===== config.mk =====
export PLATFORM = sky130hd
export DESIGN_NAME = eval_rom_port_halt_wake
export DESIGN_NICKNAME = d
export VERILOG_FILES = /design/src/design/eval_rom_port_halt_wake.v /design/src/design/erphw_sync.v
export VERILOG_INCLUDE_DIRS = /design/src /design/src/inc
export SDC_FILE = /design/constraint.sdc
export NUM_CORES = 1
export LEC_CHECK = 0
export ABC_AREA = 1
export BUFFER_PORTS_ARGS = -buffer_cell sky130_fd_sc_hd__buf_2
export CORE_MARGIN = 1
export CORE_UTILIZATION = 52
export DETAILED_ROUTE_END_ITERATION = 12
export GPL_TIMING_DRIVEN = 1
export PLACE_DENSITY = 0.88
export SLEW_MARGIN = 30
export SYNTH_ARGS = -nofsm -noshare
export SYNTH_HDL_FRONTEND = slang
export SYNTH_HIERARCHICAL = 1
export SYNTH_SLANG_ARGS = --single-unit

===== constraint.sdc =====
create_clock -name pclk -period 1.55 [get_ports pclk]
set_input_delay 0.0775 -clock pclk [delete_from_list [all_inputs] [get_ports pclk]]
set_output_delay 0.0775 -clock pclk [all_outputs]
set_load 0.02 [all_outputs]

===== src/inc/erphw_consts.vh =====
`ifndef ERPHW_CONSTS_VH
`define ERPHW_CONSTS_VH

// register byte offsets on the apb window
`define ERPHW_OFF_SCAN     8'h00
`define ERPHW_OFF_SCAN_SET 8'h04
`define ERPHW_OFF_SCAN_CLR 8'h08
`define ERPHW_OFF_RPORT    8'h0C
`define ERPHW_OFF_HALT     8'h10
`define ERPHW_OFF_PC       8'h14
`define ERPHW_OFF_STATUS   8'h18
`define ERPHW_OFF_FETCH    8'h1C

// field widths and positions
`define ERPHW_PC_W         10
`define ERPHW_PCLO_W       4
`define ERPHW_PCHI_W       6
`define ERPHW_SCAN_W       8
`define ERPHW_PORT_W       4
`define ERPHW_HALT_BIT     0
`define ERPHW_SYNC_W       30

// reset values
`define ERPHW_PC_RST       10'h000
`define ERPHW_SCAN_RST     8'h00
`define ERPHW_RPORT_RST    4'hF
`define ERPHW_DATA_RST     8'h00
`define ERPHW_ZERO32       32'h0000_0000

// program memory access time and the clock period, in ns
`define ERPHW_FETCH_NS     200
`define ERPHW_CLK_NS       4
`define ERPHW_FETCH_CYC    ((`ERPHW_FETCH_NS + `ERPHW_CLK_NS - 1) / `ERPHW_CLK_NS)
`define ERPHW_CNT_W        8
`define ERPHW_CNT_ZERO     8'h00
`define ERPHW_CNT_ONE      8'h01

`endif


===== src/design/eval_rom_port_halt_wake.v =====
// How it works
// - fetch 8-bit bytes from external memory, 1024 words, via two address groups.
// - manual reset low clears scan outputs and forces program counter to zero.
// - four key inputs with pull-ups; a low key with its wake enable set releases instruction halt.
// - each key and R line has a wake enable; only enabled lines wake.
// - scan outputs set or cleared singly or together, driven open-drain low.
// - external halt pin halts, but instruction halt takes precedence over it.
// - four-bit two-way R port with per-bit pull-up enables; low lines with wake enable set wake.
`timescale 1ns/100ps
`default_nettype none
`include "erphw_consts.vh"

module eval_rom_port_halt_wake (
    input  wire        pclk,
    input  wire        presetn,
    input  wire        psel,
    input  wire        penable,
    input  wire        pwrite,
    input  wire [7:0]  paddr,
    input  wire [31:0] pwdata,
    output wire        pready,
    output reg  [31:0] prdata,
    output reg         pslverr,
    output reg  [3:0]  prog_addr_low,
    output reg  [5:0]  prog_addr_high,
    input  wire [7:0]  prog_data_in,
    input  wire        manual_reset_n,
    input  wire        ext_halt,
    input  wire [3:0]  key_inputs,
    input  wire [3:0]  key_wake_enable,
    input  wire [3:0]  rport_wake_enable,
    input  wire [3:0]  bidir_port_lines_in,
    output wire [3:0]  bidir_port_lines_out,
    output reg  [3:0]  bidir_port_lines_oe,
    input  wire [3:0]  bidir_pullup_enable,
    output reg  [3:0]  bidir_pullup_on,
    output wire [7:0]  scan_outputs_out,
    output reg  [7:0]  scan_outputs_oe,
    output wire        halted
);

    // count is worked out as an integer, then cut to the counter's width
    localparam integer FETCH_LAST_I = `ERPHW_FETCH_CYC - 1;
    localparam [`ERPHW_CNT_W-1:0] FETCH_LAST =
        FETCH_LAST_I[`ERPHW_CNT_W-1:0];

    // every pin input crosses two flops before any logic looks at it
    wire [`ERPHW_SYNC_W-1:0] pins_raw;
    wire [`ERPHW_SYNC_W-1:0] pins_s;

    assign pins_raw = {prog_data_in, manual_reset_n, ext_halt, key_inputs,
                       key_wake_enable, rport_wake_enable,
                       bidir_port_lines_in, bidir_pullup_enable};

    erphw_sync #(
        .W (`ERPHW_SYNC_W)
    ) u_sync (
        .pclk    (pclk),
        .presetn (presetn),
        .d       (pins_raw),
        .q       (pins_s)
    );

    wire [7:0] data_s    = pins_s[29:22];
    wire       init_n_s  = pins_s[21];
    wire       ext_hlt_s = pins_s[20];
    wire [3:0] key_s     = pins_s[19:16];
    wire [3:0] kwen_s    = pins_s[15:12];
    wire [3:0] rwen_s    = pins_s[11:8];
    wire [3:0] rin_s     = pins_s[7:4];
    wire [3:0] rpu_s     = pins_s[3:0];

    reg  [`ERPHW_PC_W-1:0]   pc_reg;
    reg  [`ERPHW_PC_W-1:0]   pc_next;
    wire [`ERPHW_PC_W-1:0]   addr_next;
    reg  [`ERPHW_SCAN_W-1:0] scan_reg;
    reg  [`ERPHW_SCAN_W-1:0] scan_next;
    reg  [`ERPHW_PORT_W-1:0] rport_reg;
    reg  [7:0]               fetch_reg;
    reg  [`ERPHW_CNT_W-1:0]  cnt_reg;
    reg  [`ERPHW_CNT_W-1:0]  cnt_next;
    reg                      ihalt_reg;
    reg                      ihalt_next;

    // apb: write takes effect in the access phase, zero wait states
    wire setup_ph = psel & ~penable;
    wire wr_acc   = psel & penable & pwrite;
    assign pready = 1'b1;

    wire wr_scan  = wr_acc && (paddr == `ERPHW_OFF_SCAN);
    wire wr_set   = wr_acc && (paddr == `ERPHW_OFF_SCAN_SET);
    wire wr_clr   = wr_acc && (paddr == `ERPHW_OFF_SCAN_CLR);
    wire wr_rport = wr_acc && (paddr == `ERPHW_OFF_RPORT);
    wire wr_halt  = wr_acc && (paddr == `ERPHW_OFF_HALT)
                    && pwdata[`ERPHW_HALT_BIT];
    wire wr_pc    = wr_acc && (paddr == `ERPHW_OFF_PC);

    wire wake = |(kwen_s & ~key_s) | |(rwen_s & ~rin_s);

    wire ext_halted = ext_hlt_s & ~ihalt_reg;
    assign halted   = ihalt_reg | ext_halted;

    // instruction halt: a halt command beats a wake in the same cycle
    always @* begin
        ihalt_next = ihalt_reg;
        if (wake) begin
            ihalt_next = 1'b0;
        end
        if (wr_halt) begin
            ihalt_next = 1'b1;
        end
    end

    // scan latch: whole write, set mask, clear mask
    always @* begin
        scan_next = scan_reg;
        if (wr_scan) begin
            scan_next = pwdata[`ERPHW_SCAN_W-1:0];
        end
        if (wr_clr) begin
            scan_next = scan_next & ~pwdata[`ERPHW_SCAN_W-1:0];
        end
        if (wr_set) begin
            scan_next = scan_next | pwdata[`ERPHW_SCAN_W-1:0];
        end
    end

    // fetch: hold the address for the access time, then take the byte
    always @* begin
        pc_next  = pc_reg;
        cnt_next = cnt_reg;
        if (!halted) begin
            if (cnt_reg == FETCH_LAST) begin
                cnt_next = `ERPHW_CNT_ZERO;
                pc_next  = pc_reg + 10'h001;
            end else begin
                cnt_next = cnt_reg + `ERPHW_CNT_ONE;
            end
        end
        if (wr_pc) begin
            pc_next  = pwdata[`ERPHW_PC_W-1:0];
            cnt_next = `ERPHW_CNT_ZERO;
        end
    end

    // core state; manual reset acts while its pin is held low
    always @(posedge pclk or negedge presetn) begin
        if (!presetn) begin
            pc_reg    <= `ERPHW_PC_RST;
            scan_reg  <= `ERPHW_SCAN_RST;
            rport_reg <= `ERPHW_RPORT_RST;
            fetch_reg <= `ERPHW_DATA_RST;
            cnt_reg   <= `ERPHW_CNT_ZERO;
            ihalt_reg <= 1'b0;
        end else begin
            ihalt_reg <= ihalt_next;
            if (wr_rport) begin
                rport_reg <= pwdata[`ERPHW_PORT_W-1:0];
            end
            if (!halted && cnt_reg == FETCH_LAST) begin
                fetch_reg <= data_s;
            end
            if (!init_n_s) begin
                pc_reg   <= `ERPHW_PC_RST;
                scan_reg <= `ERPHW_SCAN_RST;
                cnt_reg  <= `ERPHW_CNT_ZERO;
            end else begin
                pc_reg   <= pc_next;
                scan_reg <= scan_next;
                cnt_reg  <= cnt_next;
            end
        end
    end

    // pin drivers from flops; open-drain outputs only ever pull low
    assign scan_outputs_out     = `ERPHW_SCAN_RST;
    assign bidir_port_lines_out = 4'h0;

    // address pins show page zero while manual reset is low
    assign addr_next = init_n_s ? pc_next : `ERPHW_PC_RST;

    always @(posedge pclk or negedge presetn) begin
        if (!presetn) begin
            prog_addr_low       <= 4'h0;
            prog_addr_high      <= 6'h00;
            scan_outputs_oe     <= `ERPHW_SCAN_RST;
            bidir_port_lines_oe <= 4'h0;
            bidir_pullup_on     <= 4'h0;
        end else begin
            prog_addr_low       <= addr_next[`ERPHW_PCLO_W-1:0];
            prog_addr_high      <= addr_next[`ERPHW_PC_W-1:`ERPHW_PCLO_W];
            // latch one turns the low-side switch on
            scan_outputs_oe     <= init_n_s ? scan_next : `ERPHW_SCAN_RST;
            // latch zero pulls the line low, pull-ups follow pins
            bidir_port_lines_oe <= ~(wr_rport ?
                                    pwdata[`ERPHW_PORT_W-1:0] : rport_reg);
            bidir_pullup_on     <= rpu_s;
        end
    end

    // read data is formed in setup, so it stands from a flop in access
    always @(posedge pclk or negedge presetn) begin
        if (!presetn) begin
            prdata  <= `ERPHW_ZERO32;
            pslverr <= 1'b0;
        end else if (setup_ph) begin
            pslverr <= 1'b0;
            prdata  <= `ERPHW_ZERO32;
            case (paddr)
                `ERPHW_OFF_SCAN:     prdata <= {24'h0, scan_reg};
                `ERPHW_OFF_SCAN_SET: prdata <= `ERPHW_ZERO32;
                `ERPHW_OFF_SCAN_CLR: prdata <= `ERPHW_ZERO32;
                `ERPHW_OFF_RPORT:    prdata <= {28'h0, rport_reg};
                `ERPHW_OFF_HALT:     prdata <= {31'h0, ihalt_reg};
                `ERPHW_OFF_PC:       prdata <= {22'h0, pc_reg};
                `ERPHW_OFF_STATUS:   prdata <= {20'h0, rin_s, key_s, 1'b0,
                                                ext_halted, ihalt_reg,
                                                halted};
                `ERPHW_OFF_FETCH:    prdata <= {24'h0, fetch_reg};
                default: begin
                    pslverr <= 1'b1;
                end
            endcase
        end
    end

endmodule // eval_rom_port_halt_wake

`default_nettype wire


===== src/design/erphw_sync.v =====
`timescale 1ns/100ps
`default_nettype none

module erphw_sync #(
    parameter W = 1
) (
    input  wire         pclk,
    input  wire         presetn,
    input  wire [W-1:0] d,
    output reg  [W-1:0] q
);

    reg [W-1:0] meta_reg;

    // two flops per bit; only the second stage is visible outside
    always @(posedge pclk or negedge presetn) begin
        if (!presetn) begin
            meta_reg <= {W{1'b0}};
            q        <= {W{1'b0}};
        end else begin
            meta_reg <= d;
            q        <= meta_reg;
        end
    end

endmodule // erphw_sync

`default_nettype wire


==> impl_metrics.ini <==
[outcome]
outcome = completed

[finish]
area_growth_pct = 33.16
finalNetCount = 818
layout-drive-gt1-share_pct = 24.97
antenna_cells = 0
finish.utilization_pct = 71.17

[floorplan]
die_area_um2 = 10400
rows = 36
core_area_um2 = 9729
fp.dieH_um = 102
die_x_um = 102
initial_core_util_pct = 53.45
ios = 148

[setup_path]
worst-path-buf-inv = 3
path_class = flip-flop to output port
crit_fanout = 4
cp-start-kind = flip-flop
crit_chain = nor2_1, buf_4, inv_1, buf_2
cp_slowest_cell = dfrtp_1
slowest_delay_ns = 0.38
crit_path_end_kind = output port
critical_path_required_ns = 1.47
crit_family = buffers and inverters
critPathArrivalTime_ns = 1.41

[hold_path]
holdCritPathClass = input pin to async pin

[synth]
ys_seq_area_share_pct = 57.84
synth-main-ff-cell = dfrtp_1
syn_avg_cell_area_um2 = 9.139
ys_types = 36
ys_top_cells_by_count = nand2_1 (192), dfrtp_1 (116), inv_1 (56)
async_flop_share_pct = 100.0
synth-edff-count = 0
yosysMostFrequentCell = nand2_1
yosysTopAreaCellShare_pct = 55.82
syn-instance-count = 569
synth.area.top_cells = dfrtp_1 (56%), nand2_1 (14%), buf_4 (5.3%)
ys_warn_count = 6
synth_area_leader_cell = dfrtp_1
syn_area_um2 = 5200
ys_ff_latch = 120

[clock_tree]
cts.sinks = 120
cts_tree = yes
clock_latency_ns = 0.52
htree_levels = 4
clock_path_buffers = 2
cts_root_buf = clkbuf_8
path_clk_slew_ns = 0.06
numCtsBuffers = 17

[sta]
finalSetupViolCount = 0
hold_slack_ns = 0.04468
timing.final.ws_setup_ns = 0.06153
hold_viol = 0
fin_crit_ns = 1.488
drv_slew = 0
fin_skew_ns = 0.006269
fmax_mhz = 671.8
period_share_pct = 96.03
rsz0062_at_grt = true

[grt]
antenna_found_initial = 0
grt_use_total_pct = 26.08
overflow = 0
grt_pass1_wl_um = 20290
first_global_vias = 4273
grt_max_degree = 53

[drt]
via_per_inst = 5.030
post-route-drc-count = 0
drt_iter0_markers = 305
postRouteAntennaNets = 0
dr.pass1.iters = 5
drt_wl_total_um = 12720
via_count = 4457
wl_per_cell_um = 14.36

[place]
dp_hpwl_um = 8289
port_buffers = 92
place_ws_ns = 0.04138
gp_congestion = 0.9124

[pwr]
power_mw = 7.304
p_leak_nw = 3.591
p_per_area_nw_per_um2 = 1055
vdd_drop_max_v = 0.0008373

[flow_run]
maxCapViolCount = 0
-- report_power, final --
group,internal (mW),switching [mW]
clock network,2.06,1.45
registers,3.23,0.0353
logic,0.202,0.321
total,5.50,1.81
-- layout make-up --
class | count | area [µm²]
fill | 704 | 2805
timing repair buffer | 165 | 1170
inverter | 60 | 225.2
sequential | 120 | 3010
clock buffer | 20 | 445.4
multi-input combinational | 376 | 1815
tap | 133 | 166.4
clock inverter | 12 | 91.34
-- kinds of logic (layout without fill, tap and decap cells) --
| group | count (synthesis) | count (layout) | share of synthesized area (%) |
|---|---|---|---|
| compound gates | 49 | 49 | 5.438 |
| xor+xnor | 5 | 5 | 0.8421 |
| simple gates | 286 | 286 | 24.37 |
| other cells | 2 | 33 | 0.1444 |
| buf+inv | 104 | 257 | 10.64 |
| fa+ha+maj | 3 | 3 | 0.7219 |
| flops | 120 | 120 | 57.84 |
-- final timing paths --
check	from	to	slack, ns	cells past startpoint
max	u_sync/q[20]	halted	0.06	4
max reg2reg	cnt_reg[1]	prog_addr_low[1]	0.07	9
min in group pclk	psel	prdata[3]	0.05	5
min	presetn	cnt_reg[6]	0.04	2
min reg2reg	u_sync/meta_reg[11]	u_sync/q[11]	0.35	0
max in group asynchronous	presetn	rport_reg[0]	0.83	3
-- layer usage --
metal	GRT usage, %	wire length [µm]	part of all wire (%)
met5	0	0	0
met1	31.20	5005	39
met2	43.52	6485	51
met4	13.85	411	3.2
met3	6.635	821	6.5
-- stage by stage --
stage                     TNS (ns)  instances  instance area (µm²)
final                            0        886                 6924
after global routing      -0.04325        886                 6924
after floorplan                  0        600                 5316
after detailed placement         0        801                 5793
after CTS                        0        882                 6820
after global placement           0        801                 5793
-- placed cells by master, fill, tap and decap left out, types with 6 or more instances in the layout --
master	n
nand2_1	189
dfrtp_1	114
buf_2	91
inv_1	55
dlygate4sd3_1	49
nand3_1	35
conb_1	33
nor2_1	24
buf_4	20
clkbuf_16	16
a21oi_1	13
o21ai_0	12
o21ai_1	11
nor2_4	9
nand2_2	7
nand4_1	6
-- what timing repair did --
item                                   4_1_cts  5_1_grt
hold buffers                                49        0
endpoints found under the hold margin      173        0
setup endpoints to repair                    0       20
buffers inserted                             0        4
gates resized for setup                      0       23
No activity file was read; power rests on OpenSTA's default activity.
